### config.mk
export PLATFORM = sky130hd
export DESIGN_NAME = two_wire_bus_status_data_path
export DESIGN_NICKNAME = d
export VERILOG_FILES = /design/src/verilog/twb_pkg.sv /design/src/verilog/two_wire_bus_status_data_path.sv
export SDC_FILE = /design/constraint.sdc
export NUM_CORES = 1
export LEC_CHECK = 0
export BUFFER_PORTS_ARGS = -buffer_cell sky130_fd_sc_hd__buf_4
export CORE_AREA = 2 2 118 120
export CTS_CLUSTER_DIAMETER = 100
export CTS_CLUSTER_SIZE = 12
export DETAILED_ROUTE_END_ITERATION = 10
export DIE_AREA = 0 0 120 122
export SLEW_MARGIN = 10
export SYNTH_ARGS = -nofsm -noshare
export SYNTH_HDL_FRONTEND = slang
export SYNTH_SLANG_ARGS = --single-unit
### constraint.sdc
create_clock -name clk -period 2.68 [get_ports clk]
set_input_delay 0.134 -clock clk [delete_from_list [all_inputs] [get_ports clk]]
set_output_delay 0.134 -clock clk [all_outputs]
set_load 0.005 [all_outputs]
### src/verilog/twb_pkg.sv
// Purpose: Shared constants and types for the two-wire bus status/data path
// Assumes: 20 MHz system clock, 32-bit classic Wishbone register bus
// Notes:   Register offsets are byte addresses, one aligned word each
package twb_pkg;
   // Timing
   localparam int CLK_HZ      = 20_000_000;
   localparam int SCL_HZ      = 100_000;
   localparam int QUARTER_CYC = CLK_HZ / (4 * SCL_HZ);
   // Register byte offsets
   localparam logic [7:0] OFS_OWN  = 8'h00;
   localparam logic [7:0] OFS_CTRL = 8'h04;
   localparam logic [7:0] OFS_STAT = 8'h08;
   localparam logic [7:0] OFS_DATA = 8'h0c;
   localparam logic [7:0] OFS_ACTL = 8'h10;
   // First control register fields
   localparam int CTRL_MST  = 5;
   localparam int CTRL_TX   = 4;
   localparam int CTRL_TXAK = 3;
   // Status fields
   localparam int ST_DONE = 7;
   localparam int ST_HIT  = 6;
   localparam int ST_BUSY = 5;
   localparam int ST_LOST = 4;
   localparam int ST_DIR  = 2;
   localparam int ST_IRQ  = 1;
   localparam int ST_ACKN = 0;
   // Addressing control fields
   localparam int ACTL_GC   = 7;
   localparam int ACTL_WIDE = 6;
   localparam int ACTL_HI   = 2;
   // Reset values
   localparam logic [7:0] OWN_RST  = 8'h00;
   localparam logic [7:0] CTRL_RST = 8'h00;
   localparam logic [7:0] ACTL_RST = 8'h00;
   // Wide address header prefix
   localparam logic [4:0] TEN_HDR = 5'h1e;

   typedef enum logic [2:0] {
      M_IDLE  = 3'b000,
      M_START = 3'b001,
      M_WAIT  = 3'b011,
      M_LOW   = 3'b010,
      M_HIGH  = 3'b110,
      M_STOP  = 3'b111
   } mst_state_t;

   typedef enum logic [2:0] {
      S_IDLE  = 3'b000,
      S_ADDR  = 3'b001,
      S_ACK   = 3'b011,
      S_HOLD  = 3'b010,
      S_DATA  = 3'b110,
      S_DACK  = 3'b111,
      S_ADDR2 = 3'b101
   } slv_state_t;

   typedef struct packed {
      logic scl;
      logic sda;
   } bus_pins_t;
endpackage

### src/verilog/two_wire_bus_status_data_path.sv
// Purpose: Status flags, data port and addressing control of a two-wire bus controller
// Assumes: Open-drain pins resolved outside; pins pass a two-stage synchroniser
// Notes:   Master and slave bit engines share the pins; the master issues no repeated start
//
// Implementation choices: the address map and the Wishbone slave port.
`timescale 1ns/1ps
`default_nettype none

module two_wire_bus_status_data_path
   import twb_pkg::*;
#(
   parameter int QUARTER = QUARTER_CYC
) (
   // Clock and reset
   input  wire logic        clk,
   input  wire logic        rstn,
   // Wishbone slave
   input  wire logic        wb_cyc_i,
   input  wire logic        wb_stb_i,
   input  wire logic        wb_we_i,
   input  wire logic [7:0]  wb_adr_i,
   input  wire logic [3:0]  wb_sel_i,
   input  wire logic [31:0] wb_dat_i,
   output var  logic [31:0] wb_dat_o,
   output var  logic        wb_ack_o,
   // Two-wire bus pins
   input  wire logic        scl_i,
   output var  logic        scl_o,
   output var  logic        scl_oe,
   input  wire logic        sda_i,
   output var  logic        sda_o,
   output var  logic        sda_oe
);

   bus_pins_t  pin_m_q, pin_s_q, pin_p_q;
   logic [7:0] own_q, ctrl_q, actl_q, rx_q;
   logic       done_q, hit_q, busy_q, lost_q, dir_q, irq_q, ackn_q;
   logic       acc, wr_ctrl, wr_stat, wr_data, rd_data, go;
   logic       start_det, stop_det, scl_rise, scl_fall;
   logic [7:0] rdata;
   logic [$clog2(QUARTER)-1:0] div_q;
   logic       tick;
   mst_state_t m_st_q;
   logic       m_scl_low_q, m_sda_low_q, m_ph_q, m_done, m_lost, m_ack_v;
   logic [3:0] m_cnt_q;
   logic [7:0] m_sh_q;
   slv_state_t s_st_q;
   logic       s_scl_low_q, s_sda_low_q, s_two_q, s_ten_q, s_done, s_hit, s_ack_v, s_rx_v;
   logic [3:0] s_cnt_q;
   logic [7:0] s_sh_q;
   logic       ms_prev_q;

   // Wishbone decode, one wait state per access
   assign acc     = wb_cyc_i & wb_stb_i & ~wb_ack_o;
   assign wr_ctrl = acc & wb_we_i & wb_sel_i[0] & (wb_adr_i == OFS_CTRL);
   assign wr_stat = acc & wb_we_i & wb_sel_i[0] & (wb_adr_i == OFS_STAT);
   assign wr_data = acc & wb_we_i & wb_sel_i[0] & (wb_adr_i == OFS_DATA);
   assign rd_data = acc & ~wb_we_i & (wb_adr_i == OFS_DATA);
   assign go      = ctrl_q[CTRL_TX] ? wr_data : rd_data;

   always_comb begin
      rdata = 8'h00;
      if (wb_adr_i == OFS_OWN) begin
         rdata = own_q;
      end else if (wb_adr_i == OFS_CTRL) begin
         rdata = ctrl_q;
      end else if (wb_adr_i == OFS_STAT) begin
         rdata = {done_q, hit_q, busy_q, lost_q, 1'b0, dir_q, irq_q, ackn_q};
      end else if (wb_adr_i == OFS_DATA) begin
         rdata = rx_q;
      end else if (wb_adr_i == OFS_ACTL) begin
         rdata = actl_q;
      end
   end

   always_ff @(posedge clk or negedge rstn) begin
      if (!rstn) begin
         wb_ack_o <= 1'b0;
         wb_dat_o <= 32'h0000_0000;
      end else begin
         wb_ack_o <= acc;
         if (acc) begin
            wb_dat_o <= {24'h00_0000, rdata};
         end
      end
   end

   // Writable configuration; hardware drops master select on contention loss
   always_ff @(posedge clk or negedge rstn) begin
      if (!rstn) begin
         own_q  <= OWN_RST;
         ctrl_q <= CTRL_RST;
         actl_q <= ACTL_RST;
      end else begin
         if (acc && wb_we_i && wb_sel_i[0] && wb_adr_i == OFS_OWN) begin
            own_q <= wb_dat_i[7:0];
         end
         if (acc && wb_we_i && wb_sel_i[0] && wb_adr_i == OFS_ACTL) begin
            actl_q <= wb_dat_i[7:0] & 8'hc7;
         end
         if (wr_ctrl) begin
            ctrl_q <= wb_dat_i[7:0] & 8'h38;
         end
         if (m_lost) begin
            ctrl_q[CTRL_MST] <= 1'b0;
         end
      end
   end

   // Pin synchroniser; first stage feeds only the second
   always_ff @(posedge clk or negedge rstn) begin
      if (!rstn) begin
         pin_m_q <= 2'b11;
         pin_s_q <= 2'b11;
         pin_p_q <= 2'b11;
      end else begin
         pin_m_q <= {scl_i, sda_i};
         pin_s_q <= pin_m_q;
         pin_p_q <= pin_s_q;
      end
   end

   assign start_det = pin_s_q.scl & pin_p_q.scl & pin_p_q.sda & ~pin_s_q.sda;
   assign stop_det  = pin_s_q.scl & pin_p_q.scl & ~pin_p_q.sda & pin_s_q.sda;
   assign scl_rise  = pin_s_q.scl & ~pin_p_q.scl;
   assign scl_fall  = ~pin_s_q.scl & pin_p_q.scl;

   // Quarter bit-period enable
   assign tick = (div_q == ($clog2(QUARTER))'(QUARTER - 1));
   always_ff @(posedge clk or negedge rstn) begin
      if (!rstn) begin
         div_q <= '0;
      end else begin
         div_q <= tick ? '0 : div_q + 1'b1;
      end
   end

   // Status flags; a set in the same cycle as its clear wins
   always_ff @(posedge clk or negedge rstn) begin
      if (!rstn) begin
         done_q <= 1'b0;
         hit_q  <= 1'b0;
         busy_q <= 1'b0;
         lost_q <= 1'b0;
         irq_q  <= 1'b0;
      end else begin
         if (m_done || s_done) begin
            done_q <= 1'b1;
         end else if ((rd_data && !ctrl_q[CTRL_TX]) || (wr_data && ctrl_q[CTRL_TX])) begin
            done_q <= 1'b0;
         end
         if (s_hit) begin
            hit_q <= 1'b1;
         end else if (wr_ctrl) begin
            hit_q <= 1'b0;
         end
         if (start_det) begin
            busy_q <= 1'b1;
         end else if (stop_det) begin
            busy_q <= 1'b0;
         end
         if (m_lost) begin
            lost_q <= 1'b1;
         end else if (wr_stat && wb_dat_i[ST_LOST]) begin
            lost_q <= 1'b0;
         end
         if (m_done || s_done || s_hit || m_lost) begin
            irq_q <= 1'b1;
         end else if (wr_stat && wb_dat_i[ST_IRQ]) begin
            irq_q <= 1'b0;
         end
      end
   end

   // Received byte, acknowledge record and slave direction
   always_ff @(posedge clk or negedge rstn) begin
      if (!rstn) begin
         rx_q   <= 8'h00;
         ackn_q <= 1'b0;
         dir_q  <= 1'b0;
      end else begin
         if (m_done && !ctrl_q[CTRL_TX]) begin
            rx_q <= m_sh_q;
         end else if (s_rx_v) begin
            rx_q <= s_sh_q;
         end
         if (m_ack_v || s_ack_v) begin
            ackn_q <= pin_s_q.sda;
         end
         if (s_hit) begin
            dir_q <= s_sh_q[0] & (s_sh_q != 8'h00);
         end
      end
   end

   // Master engine: drives the clock from the quarter enable, waits out stretching
   assign m_done  = (m_st_q == M_HIGH) && pin_s_q.scl && tick && m_ph_q && (m_cnt_q == 4'd8);
   assign m_ack_v = m_done && ctrl_q[CTRL_TX];
   assign m_lost  = ((m_st_q == M_IDLE) && ctrl_q[CTRL_MST] && !ms_prev_q && busy_q)
                 || ((m_st_q == M_HIGH) && pin_s_q.scl && tick && m_ph_q && ctrl_q[CTRL_TX]
                     && (m_cnt_q < 4'd8) && !m_sda_low_q && !pin_s_q.sda);

   always_ff @(posedge clk or negedge rstn) begin
      if (!rstn) begin
         m_st_q      <= M_IDLE;
         m_scl_low_q <= 1'b0;
         m_sda_low_q <= 1'b0;
         m_ph_q      <= 1'b0;
         m_cnt_q     <= 4'd0;
         m_sh_q      <= 8'h00;
         ms_prev_q   <= 1'b0;
      end else begin
         ms_prev_q <= ctrl_q[CTRL_MST];
         case (m_st_q)
            M_IDLE: begin
               m_scl_low_q <= 1'b0;
               m_sda_low_q <= 1'b0;
               if (ctrl_q[CTRL_MST] && !ms_prev_q && !busy_q) begin
                  m_sda_low_q <= 1'b1;
                  m_st_q      <= M_START;
               end
            end
            M_START: begin
               if (tick) begin
                  m_scl_low_q <= 1'b1;
                  m_st_q      <= M_WAIT;
               end
            end
            M_WAIT: begin
               m_ph_q <= 1'b0;
               if (!ctrl_q[CTRL_MST]) begin
                  m_sda_low_q <= 1'b1;
                  m_st_q      <= M_STOP;
               end else if (go) begin
                  m_sh_q  <= wb_dat_i[7:0];
                  m_cnt_q <= 4'd0;
                  m_st_q  <= M_LOW;
               end
            end
            M_LOW: begin
               if (tick && !m_ph_q) begin
                  m_ph_q <= 1'b1;
                  if (m_cnt_q == 4'd8) begin
                     m_sda_low_q <= !ctrl_q[CTRL_TX] && !ctrl_q[CTRL_TXAK];
                  end else begin
                     m_sda_low_q <= ctrl_q[CTRL_TX] && !m_sh_q[7];
                  end
               end else if (tick) begin
                  m_ph_q      <= 1'b0;
                  m_scl_low_q <= 1'b0;
                  m_st_q      <= M_HIGH;
               end
            end
            M_HIGH: begin
               // Clock high time counts only once the wired line is really high
               if (pin_s_q.scl && tick && !m_ph_q) begin
                  m_ph_q <= 1'b1;
               end else if (pin_s_q.scl && tick) begin
                  m_ph_q      <= 1'b0;
                  m_scl_low_q <= 1'b1;
                  m_cnt_q     <= m_cnt_q + 4'd1;
                  if (m_cnt_q < 4'd8) begin
                     m_sh_q <= {m_sh_q[6:0], pin_s_q.sda};
                  end
                  if (m_lost) begin
                     m_scl_low_q <= 1'b0;
                     m_sda_low_q <= 1'b0;
                     m_st_q      <= M_IDLE;
                  end else if (m_cnt_q == 4'd8) begin
                     m_st_q <= M_WAIT;
                  end else begin
                     m_st_q <= M_LOW;
                  end
               end
            end
            M_STOP: begin
               if (tick && !m_ph_q) begin
                  m_ph_q      <= 1'b1;
                  m_scl_low_q <= 1'b0;
               end else if (tick && pin_s_q.scl) begin
                  m_ph_q      <= 1'b0;
                  m_sda_low_q <= 1'b0;
                  m_st_q      <= M_IDLE;
               end
            end
            default: begin
               m_st_q <= M_IDLE;
            end
         endcase
      end
   end

   // Slave engine: follows the bus clock edges, stretches the clock between bytes
   logic       seven_hit, ten_hdr, gc_hit;
   assign gc_hit    = (s_sh_q == 8'h00) && actl_q[ACTL_GC];
   assign seven_hit = !actl_q[ACTL_WIDE] && (s_sh_q[7:1] == own_q[7:1]);
   assign ten_hdr   = actl_q[ACTL_WIDE] && (s_sh_q[7:1] == {TEN_HDR, actl_q[1:0]});
   assign s_hit     = !ctrl_q[CTRL_MST] && scl_fall && (s_cnt_q == 4'd8)
                   && (((s_st_q == S_ADDR) && (gc_hit || seven_hit || (ten_hdr && s_sh_q[0] && s_ten_q)))
                       || ((s_st_q == S_ADDR2) && (s_sh_q == own_q)));
   assign s_done    = (s_st_q == S_DACK) && scl_fall;
   assign s_ack_v   = (s_st_q == S_DACK) && scl_rise && dir_q;
   assign s_rx_v    = (s_st_q == S_DATA) && scl_fall && (s_cnt_q == 4'd8) && !dir_q;

   always_ff @(posedge clk or negedge rstn) begin
      if (!rstn) begin
         s_st_q      <= S_IDLE;
         s_scl_low_q <= 1'b0;
         s_sda_low_q <= 1'b0;
         s_two_q     <= 1'b0;
         s_ten_q     <= 1'b0;
         s_cnt_q     <= 4'd0;
         s_sh_q      <= 8'h00;
      end else if (stop_det) begin
         s_st_q      <= S_IDLE;
         s_scl_low_q <= 1'b0;
         s_sda_low_q <= 1'b0;
         s_ten_q     <= 1'b0;
      end else if (start_det) begin
         s_st_q      <= S_ADDR;
         s_scl_low_q <= 1'b0;
         s_sda_low_q <= 1'b0;
         s_cnt_q     <= 4'd0;
      end else begin
         case (s_st_q)
            S_ADDR, S_ADDR2: begin
               if (scl_rise && s_cnt_q < 4'd8) begin
                  s_sh_q  <= {s_sh_q[6:0], pin_s_q.sda};
                  s_cnt_q <= s_cnt_q + 4'd1;
               end else if (scl_fall && s_cnt_q == 4'd8) begin
                  s_two_q <= 1'b0;
                  if (s_hit) begin
                     s_sda_low_q <= 1'b1;
                     s_ten_q     <= s_ten_q | (s_st_q == S_ADDR2);
                     s_st_q      <= S_ACK;
                  end else if (s_st_q == S_ADDR && ten_hdr && !s_sh_q[0] && !ctrl_q[CTRL_MST]) begin
                     s_sda_low_q <= 1'b1;
                     s_two_q     <= 1'b1;
                     s_st_q      <= S_ACK;
                  end else begin
                     s_st_q <= S_IDLE;
                  end
               end
            end
            S_ACK: begin
               if (scl_fall) begin
                  s_sda_low_q <= 1'b0;
                  s_cnt_q     <= 4'd0;
                  if (s_two_q) begin
                     s_st_q <= S_ADDR2;
                  end else begin
                     s_scl_low_q <= 1'b1;
                     s_st_q      <= S_HOLD;
                  end
               end
            end
            S_HOLD: begin
               // Clock held low until software moves the next byte
               if (go) begin
                  s_scl_low_q <= 1'b0;
                  s_cnt_q     <= 4'd0;
                  s_sh_q      <= wb_dat_i[7:0];
                  s_sda_low_q <= ctrl_q[CTRL_TX] && !wb_dat_i[7];
                  s_st_q      <= S_DATA;
               end
            end
            S_DATA: begin
               if (scl_rise && s_cnt_q < 4'd8) begin
                  s_cnt_q <= s_cnt_q + 4'd1;
                  if (!dir_q) begin
                     s_sh_q <= {s_sh_q[6:0], pin_s_q.sda};
                  end
               end else if (scl_fall && s_cnt_q == 4'd8) begin
                  s_sda_low_q <= !dir_q && !ctrl_q[CTRL_TXAK];
                  s_st_q      <= S_DACK;
               end else if (scl_fall && dir_q) begin
                  s_sda_low_q <= !s_sh_q[6];
                  s_sh_q      <= {s_sh_q[6:0], 1'b0};
               end
            end
            S_DACK: begin
               if (scl_rise) begin
                  s_two_q <= pin_s_q.sda;
               end else if (scl_fall) begin
                  s_sda_low_q <= 1'b0;
                  if (dir_q && s_two_q) begin
                     s_st_q <= S_IDLE;
                  end else begin
                     s_scl_low_q <= 1'b1;
                     s_st_q      <= S_HOLD;
                  end
               end
            end
            default: begin
               s_st_q <= S_IDLE;
            end
         endcase
      end
   end

   // Registered open-drain pin stage
   always_ff @(posedge clk or negedge rstn) begin
      if (!rstn) begin
         scl_o  <= 1'b0;
         sda_o  <= 1'b0;
         scl_oe <= 1'b0;
         sda_oe <= 1'b0;
      end else begin
         scl_o  <= 1'b0;
         sda_o  <= 1'b0;
         scl_oe <= m_scl_low_q | s_scl_low_q;
         sda_oe <= m_sda_low_q | s_sda_low_q;
      end
   end

endmodule

`default_nettype wire
==> results of run 1 <==
## placed cells by master (no fill, tap or decap), types with 5 or more instances in the layout
cell type  instances
a21oi_1           13
a221oi_1           5
a22oi_1            9
a31oi_1           14
and2_1             6
buf_4             45
clkbuf_16          9
conb_1            26
dfrtp_1           86
dfstp_2            6
ha_1               6
inv_1             14
mux2_2            32
nand2_1           76
nand3_1           15
nand3b_1           5
nand4_1           10
nor2_1            37
nor3_1            10
o21ai_0           43
xnor2_1           11
## synthesized netlist by cell type, types with 9 or more instances
cell | count | area share [%]
nand3_1 | 15 | 1.4
xnor2_1 | 11 | 1.8
nor2_1 | 37 | 2.7
nand2_1 | 76 | 5.5
mux2_2 | 32 | 6.9
a21oi_1 | 13 | 1.2
nor3_1 | 10 | 0.96
nand4_1 | 10 | 1.2
o21ai_0 | 43 | 4.1
a22oi_1 | 9 | 1.3
buf_4 | 29 | 4.2
clkbuf_1 | 9 | 0.65
dfrtp_1 | 86 | 41
inv_1 | 14 | 1.0
a31oi_1 | 14 | 1.7
## layout make-up
cell class	count	area share, %
multi-input combinational	410	45.0
sequential	92	39.4
timing repair buffer	48	6.28
clock buffer	11	4.14
tap	180	3.84
inverter	14	0.897
clock inverter	4	0.448
## worst max path at each step
stage / slack [ps] / depth (start not counted) / to / from
after global routing: 150 / 8 / rx_q[2] / s_cnt_q[0]
after global placement: 410 / 8 / rx_q[0] / s_cnt_q[0]
after CTS: 330 / 8 / rx_q[3] / s_cnt_q[0]
after detailed placement: 320 / 8 / rx_q[3] / s_cnt_q[0]
after floorplan: 750 / 7 / rx_q[0] / pin_p_q[1]
final: 310 / 8 / rx_q[6] / s_cnt_q[0]
## power groups by stage
| stage | Sequential (W) | Clock, W | Combinational (W) |
|---|---|---|---|
| global route | 0.00151 | 0.00127 | 0.000291 |
| floorplan | 0.00149 | 0 | 0.000201 |
| CTS | 0.00150 | 0.00120 | 0.000264 |
| detailed placement | 0.00153 | 0 | 0.000259 |
| finish | 0.00150 | 0.00117 | 0.000260 |
| global placement | 0.00152 | 0 | 0.000250 |
## layer usage
metal,wire (µm),track usage [%]
met1,5870,25.0
met2,5890,28.4
met3,596,3.04
met4,266,8.24
met5,0,0
## metrics by stage
stage                     utilization, %  hold WS [ps]  std cells
final                               43.4          62.2        759
after global routing                43.4          57.1        759
after floorplan                        -          -162        564
after CTS                           43.4          48.9        759
after detailed placement            41.2           202        741
after global placement              41.2           198        741
## registers in the layout, summed over array words and instances (netlist names), 2 cells and up
register,count
pin_m_q,2
m_st_q,3
wb_dat_o,8
actl_q,5
ctrl_q,3
s_cnt_q,4
div_q,6
rx_q,8
pin_p_q,2
m_cnt_q,4
own_q,8
m_sh_q,8
s_st_q,3
pin_s_q,2
s_sh_q,8
## cell families (layout without fill, tap and decap cells)
logic type | Yosys count | count (layout)
buffers and inverters | 62 | 77
muxes | 37 | 37
adders and majority gates | 6 | 6
AOI/OAI and AO/OA | 128 | 128
other | 1 | 26
DFF | 92 | 92
and+or+nand+nor | 198 | 198
xor gates and xnor gates | 15 | 15
## what timing repair did
action | 4_1_cts | 5_1_grt
hold buffers | 3 | 0
endpoints found under the hold margin | 48 | 0
resized for setup | 0 | 0
==> results.md, run 1 <==
- WL/cell: 16.6 µm
- Reg clk slew, reported paths: 60 ps
- FF/Latch Area: 0.00231 mm²
- Share of layout cells above drive strength 1: 20.6%
- Power share of the clock group: 39.9%
- Initial antenna violation count: 0
- Most common flop cell mapped by yosys: dfrtp_1
- Clock buffers created by TritonCTS: 9
- Fillers: 1268
- Flop pwr share: 51.3%
- Fin area: 0.00586 mm²
- Synth cell types: 73
- DRT iter0 DRCs: 383
- Mean Syn Cell Area: 9.68 µm²
- Leak: 2.61 nW
- Xor/xnor cell area share of the yosys netlist: 2.52%
- Worst Path Class, Setup: reg2reg
- Total global routing overflow: 0
- Worst Hold Class: in2reg
- Max incr delay on CP: 860 ps
- Multi-input logic area: 0.00264 mm²
- Vias in the first global route: 3886
- Cell Rows: 43
- Vias: 4140
- Total wire length: 12600 µm
- Cell Chain, Critical Path: inv_1 > ha_1 > and3b_1 > nand2_2 > nor3_1 > nor2_2 > nand2_1 > nand2_1
- Starting Density: 38.6%
- # IOs: 88
- Max-slew headroom: 29.3%
- Seq/Total Area, Yosys: 44.3%
- Reg2Reg Capture Point: rx_q[6]
- Tmin final: 2370 ps
- Outcome: completed
- WHS Endpoint: actl_q[6]
- Die Height: 122 µm
- Synth-to-layout area growth: 12.3%
- Smallest setup slack after layout: 314 ps
- Hold path start: wb_dat_i[6]
- Synthesized cell area: 0.00522 mm²
- Die width: 120 µm
- CTS Buffer Depth: 2
- Reg2reg setup slack: 310 ps
- Unrepaired setup endpoints after global routing: false
- Max H-tree Level: 3
- Post-Synth Simple-Gate Area: 19.5%
- Reg2reg path depth: 8
- Buffers on Ports: 34
- First-pass GRT wire length: 20600 µm
- Slowest CP cell: nor3_1
- Int Pwr: 0.00220 W
- Core footprint: 0.0135 mm²
- Max Slew Vio Count: 0
- Adder-Cell Fraction of Synth Area: 1.44%
- Ant diodes: 0
- Pwr Density: 500 mW/mm²
- Mapped Cells: 539
- Compound-Gate Fraction of Synth Area: 16.8%
- Switching share of total power: 25.0%
- Gr usage total: 18.2%
- Worst endpoint data arrival time: 2600 ps
- Critical Path Fanout Max: 9
- Clock sink count: 92
- Startpoint Class: flip-flop
- Async SR Flop Fraction: 100%
- Detail Route Antenna Nets: 0
- Largest net degree at the start of global routing: 50
- Seq cells post-synth: 92
- Worst Path Buf+Inv: 1
- Pre-antenna DRT Iters: 4
- Maximum clock rate: 0.423 GHz
- Cell count of the worst hold path: 2
- Detailed Place HPWL: 9370 µm
- Power Total: 0.00293 W
- Worst-Margin Slew: 1050 ps
- Placed Area: 0.00556 mm²
- Comb pwr share: 8.9%
- Main combinational cell family by area after synthesis: simple AND/OR/NAND/NOR gates
- # setup viols final: 0
- Setup Buffers After CTS: 0
- Clock latency on the worst-skew pair: 350 ps
- R2r startpoint: s_cnt_q[0]
- VDD IR max: 0.000286 V
- Via density: 5.45
- CP endpoint kind: flip-flop
- Total negative setup slack: 0 ps
- Drc violations: 0
- Post-synthesis mux area share: 8.37%
- TritonCTS clock tree: yes
- CP delay by family, top: simple AND/OR/NAND/NOR gates
- Gpl congestion: 0.903
- Setup WS pre-CTS: 324 ps
- Critical path's most frequent cell: nand2_1
- Ys Warns: 0
- Worst Path Required: 2910 ps
- Layout Nets: 632
- Final setup skew: 7.27 ps
- Fin. Hold Viols: 0
- Max-cap violations: 0
- Root Buffer: clkbuf_16
- Die ar.: 0.0146 mm²
- Net Switching: 0.000732 W
- Number of flops mapped to enable cells by yosys: 0
- Part of the cycle the worst path needs: 88.3%
No activity file was read; power rests on OpenSTA's default activity.
==> run 2, diff against run 1 <==
- CELL_PAD_IN_SITES_DETAIL_PLACEMENT: unset -> 0
- CELL_PAD_IN_SITES_GLOBAL_PLACEMENT: unset -> 1
- PLACE_DENSITY_LB_ADDON: unset -> 0.1
- REMOVE_ABC_BUFFERS: unset -> 1
==> run 2 against run 1 <==
Effect of this change: sequential cell count did not move; critical path depth fell by 1; first-iteration DRC count fell by 46%; combinational power barely moved; routed wire length rose by 7.4%; cell count rose by 0.66%; register-to-register slack improved by 140 ps; design area rose by 1.1%; sequential share of layout area fell by 0.44 points; global-route usage rose by 1.3 points; non-clock buffer count rose by 4; hold slack got worse by 8.7 ps; largest cell class unchanged; largest power group unchanged; highest routed layer unchanged.
==> results.md, run 2 (synthesized netlist as in run 1, its figures left out) <==
- Max-slew headroom: 52.8%
- Worst endpoint data arrival time: 2460 ps
- Via density: 5.28
- CP delay by family, top: compound AO/OA/AOI/OAI gates
- Detail Route Antenna Nets: 0
- Buffers on Ports: 34
- Setup Buffers After CTS: 0
- Pwr Density: 516 mW/mm²
- Vias in the first global route: 3988
- Part of the cycle the worst path needs: 83.1%
- Leading cell types in the layout, fill and taps excluded: dfrtp_1 (86), nand2_1 (76), buf_4 (48), o21ai_0 (43), nor2_1 (37)
- Commonest non-fill, non-tap cell in the layout: dfrtp_1
- Starting Density: 38.6%
- Ant diodes: 0
- WL/cell: 17.7 µm
- Unrepaired setup endpoints after global routing: false
- Max-cap violations: 0
- Leak: 2.64 nW
- # IOs: 88
- Reg2reg setup slack: 450 ps
- CP endpoint kind: flip-flop
- Max Slew Vio Count: 0
- Die width: 120 µm
- Fin. Hold Viols: 0
- Die ar.: 0.0146 mm²
- Max incr delay on CP: 400 ps
- Gr usage total: 19.6%
- Worst-Margin Slew: 707 ps
- TritonCTS clock tree: yes
- Final setup skew: 10.8 ps
- Maximum clock rate: 0.449 GHz
- Worst Path Class, Setup: reg2reg
- CTS resizes: 0
- Worst Hold Class: in2reg
- Max H-tree Level: 3
- Initial antenna violation count: 0
- Drc violations: 0
- Root Buffer: clkbuf_16
- Synth-to-layout area growth: 13.6%
- Vias: 4037
- Total wire length: 13500 µm
- Reg clk slew, reported paths: 70 ps
- Layout Nets: 636
- Cell Chain, Critical Path: nand3b_4 > inv_1 > o2111a_2 > nand2_1 > a32oi_1 > and2_4 > mux2_1
- Critical Path Fanout Max: 17
- Slowest CP cell: a32oi_1
- Die Height: 122 µm
- Worst Path Buf+Inv: 1
- Clock buffers created by TritonCTS: 9
- Pre-antenna DRT Iters: 4
- CTS Buffer Depth: 2
- Tmin final: 2230 ps
- Cell Rows: 43
- DRT iter0 DRCs: 205
- Detailed Place HPWL: 10000 µm
- Total global routing overflow: 0
- Clock sink count: 92
- VDD IR max: 0.000245 V
- Worst Path Required: 2910 ps
- Gpl congestion: 0.829
- Total negative setup slack: 0 ps
- Setup WS pre-CTS: 454 ps
- Share of layout cells above drive strength 1: 21.2%
- Fin util: 43.9%
- Core footprint: 0.0135 mm²
- Outcome: completed
- Largest net degree at the start of global routing: 54
- CTS Hold Bufs: 3
- First-pass GRT wire length: 21800 µm
- Clock latency on the worst-skew pair: 350 ps
- Smallest setup slack after layout: 452 ps
- # setup viols final: 0
- Startpoint Class: flip-flop
run 2: cell types whose count changed in the layout (fill, tap and decap cells not counted), sizes merged:
cell      change
inv           +1
buf           +4
clkinv        -1
clkbuf        -1
clkinvlp      +1
bufinv        +1
run 2: power by group:
part | total (W) | switching [W] | leakage, nW | internal [W]
clock network | 0.00129 | 0.000562 | 0.139 | 0.000724
registers | 0.00151 | 0.0000819 | 1.17 | 0.00143
logic | 0.000261 | 0.000135 | 1.33 | 0.000125
run 2: cell type report:
cell class / instances / area [µm²]
Clock buffer: 10 / 229
Clock inverter: 6 / 63.8
Fill cell: 1351 / 7580
Inverter: 14 / 52.6
Multi-Input combinational cell: 410 / 2640
Sequential cell: 92 / 2310
Tap cell: 180 / 225
Timing Repair Buffer: 52 / 410
run 2: layer usage:
layer,global-route usage [%],up-vias,part of all wire [%],routed length (µm)
li1,-,1964,-,-
met1,25.8,1975,46,6190
met2,32.6,83,49,6620
met3,2.72,15,3.4,465
met4,7.79,0,1.9,264
met5,0,-,0,0
run 2: path summary, 6_finish.rpt:
| kind | depth (start not counted) | startpoint | end |
|---|---|---|---|
| setup / recovery | 7 | wb_ack_o | m_st_q[2] |
| hold / removal | 2 | wb_dat_i[5] | own_q[5] |
| setup reg to reg | 7 | wb_ack_o | m_st_q[2] |
| hold reg to reg | 0 | pin_m_q[0] | pin_s_q[0] |
| max in group asynchronous | 3 | rstn | pin_m_q[0] |
| min in group asynchronous | 2 | rstn | rx_q[2] |
run 2: per-stage QoR:
step	hold slack, ps	power (W)	instance area, µm²	cells
after floorplan	-162	0.00165	5000	516
final	53.5	0.00306	5930	764
after global routing	45.0	0.00320	5930	764
after global placement	232	0.00179	5600	745
after CTS	45.0	0.00310	5930	764
after detailed placement	237	0.00180	5600	745
==> run 3, diff against run 2 <==
- ABC_AREA: unset -> 1
- CORE_AREA: 2 2 118 120 -> 2 2 122 124
- DIE_AREA: 0 0 120 122 -> 0 0 124 126
- clock period: 2.68 -> 1.85 ns (I/O delays scaled with it)
==> run 3 against run 2 <==
Effect of this change: the run now ends with setup timing left; setup slack worse by 460 ps; register-to-register slack worse by 460 ps; largest cell class unchanged; non-clock buffer count up 44; highest routed layer unchanged; global-route usage up 0.88 points; synthesized area up 2.8%; utilization up 2.6 points; combinational power rose to 6.7 times the previous value; clock power up 47%.
==> results.md, run 3 <==
- Failing checks: setup timing
- Reg clk slew, reported paths: 60 ps
- Cell Rows: 44
- Gpl congestion: 0.865
- CP endpoint kind: flip-flop
- Smallest setup slack after layout: -3.84 ps
- Synth-to-layout area growth: 24.2%
- Synthesized cell area: 0.00536 mm²
- Critical Path Fanout Max: 14
- Power Total: 0.00612 W
- Leading cell types in the layout, fill and taps excluded: nand2_1 (164), buf_4 (88), dfrtp_1 (84), inv_1 (78), o21ai_0 (68)
- Pwr Density: 919 mW/mm²
- TritonCTS clock tree: yes
- Detail Route Antenna Nets: 0
- Seq/Total Area, Yosys: 43.1%
- Pre-antenna DRT Iters: 5
- VDD IR max: 0.000438 V
- Most common flop cell mapped by yosys: dfrtp_1
- Buffers on Ports: 34
- Top-count cell post-synth: nand2_1
- Die width: 124 µm
- Worst-Margin Slew: 540 ps
- Die Height: 126 µm
- Unrepaired setup endpoints after global routing: true
- Die ar.: 0.0156 mm²
- Share of layout cells above drive strength 1: 25.7%
- WL/cell: 15.6 µm
- Ant diodes: 0
- Vias: 4800
- Final setup skew: 7.25 ps
- Worst Path Required: 2090 ps
- DRT iter0 DRCs: 354
- Gr usage total: 20.4%
- Drc violations: 0
- Leak: 3.16 nW
- Worst Hold Class: in2reg
- First-pass GRT wire length: 24100 µm
- Synth cell types: 49
- Part of the cycle the worst path needs: 100%
- Max Slew Vio Count: 0
- CTS Buffer Depth: 2
- Clock buffers created by TritonCTS: 9
- Initial antenna violation count: 0
- Max-cap violations: 0
- # IOs: 88
- Via density: 4.93
- Commonest cells post-synth: nand2_1 (171), dfrtp_1 (86), inv_1 (85)
- Fin. Hold Viols: 0
- Ys Warns: 0
- Root Buffer: clkbuf_16
- Worst Path Class, Setup: reg2reg
- Vias in the first global route: 4489
- Clock latency on the worst-skew pair: 350 ps
- Total global routing overflow: 0
- Placed Area: 0.00609 mm²
- Total wire length: 15200 µm
- Synth area leader: dfrtp_1
- Mapped Cells: 690
- Startpoint Class: flip-flop
- Fillers: 1498
- Top cells by area, synth: dfrtp_1 (40%), nand2_1 (12%), o21ai_0 (6.9%), inv_1 (5.9%), buf_4 (4.1%)
- Fin area: 0.00666 mm²
- Max H-tree Level: 3
- Core footprint: 0.0143 mm²
- Tmin final: 1850 ps
- Area share of the largest cell type after synthesis: 40.1%
- Outcome: finished with violations
- Starting Density: 37.5%
- Commonest non-fill, non-tap cell in the layout: nand2_1
- # setup viols final: 1
- Worst endpoint data arrival time: 2100 ps
- Mean Syn Cell Area: 7.77 µm²
- Detailed Place HPWL: 11600 µm
- Seq cells post-synth: 92
- FF/Latch Area: 0.00231 mm²
- Number of flops mapped to enable cells by yosys: 0
- Clock sink count: 92
- Total negative setup slack: -3.84 ps
- Multi-input logic area: 0.00268 mm²
- Async SR Flop Fraction: 100%
- Maximum clock rate: 0.539 GHz
- Setup WS pre-CTS: 35.1 ps
- Largest net degree at the start of global routing: 40
- Worst hold slack: 33.3 ps
- Layout Nets: 843
- Max-slew headroom: 63.6%
run 3: power breakdown:
part	total (W)	internal (W)	switching, W
Sequential	0.00248	0.00227	0.000213
Combinational	0.00175	0.000709	0.00104
Clock	0.00190	0.00111	0.000790
Total	0.00612	0.00408	0.00204
run 3: final timing paths:
| kind | slack [ps] | depth (start not counted) | from | end |
|---|---|---|---|---|
| setup / recovery | -4 | 12 | div_q[1] | m_sh_q[2] |
| hold / removal | 30 | 3 | wb_dat_i[4] | ctrl_q[4] |
| setup reg to reg | -4 | 12 | div_q[1] | m_sh_q[2] |
| hold reg to reg | 360 | 0 | pin_m_q[1] | pin_s_q[1] |
| max in group asynchronous | 1060 | 3 | rstn | pin_m_q[0] |
| min in group asynchronous | 130 | 2 | rstn | wb_dat_o[6] |
run 3: final cells by class:
cell class              count  area share (%)
clock buffers              12            3.85
clock inverters             2           0.526
inverters                  96            5.45
multi-input cells         491            40.3
flip-flops and latches     92            34.7
well taps                 184            3.46
repair buffers             96            11.7
run 3: worst max-delay path, cell delays in order (launching register included):
cell	delay, ps
dfrtp_1	370
inv_1	60
ha_1	140
nand2_2	70
nor2_4	160
nand2_2	100
nor2_4	100
nor2_2	80
a211oi_4	250
nand2_2	100
buf_12	160
nor2_2	100
a21oi_2	30
run 3: cells by family after synthesis:
kind of cell             count (synthesis)  synth area share, %
AO/OA/AOI/OAI                          141                 16.1
buffers and inverters                  132                 11.6
other                                    1               0.0699
AND/OR/NAND/NOR                        308                 26.1
XOR/XNOR                                 9                 1.47
adder cells (fa/ha/maj)                  6                 1.40
flip-flops                              92                 43.1
multiplexers                             1                0.210
run 3: timing repair:
item,4_1_cts,5_1_grt
setup endpoints to repair,1,46
setup buffers,0,11
endpoints found under the hold margin,88,0
pin swaps,0,11
resized for setup,1,52
hold buffers,3,0
run 3: stage by stage:
| step | util (%) | instances |
|---|---|---|
| after CTS | 44.8 | 962 |
| after global routing | 46.5 | 973 |
| final | 46.5 | 973 |
| after floorplan | - | 679 |
| after detailed placement | 42.6 | 945 |
| after global placement | 42.6 | 945 |
run 3: layer usage:
layer  routed length [µm]  GRT usage (%)  vias to the layer above
met2                 6820           30.7                      111
met4                  216           6.15                        0
met3                  598           2.49                       12
met5                    0              0                        -
li1                     -              -                     2394
met1                 7560           30.7                     2283
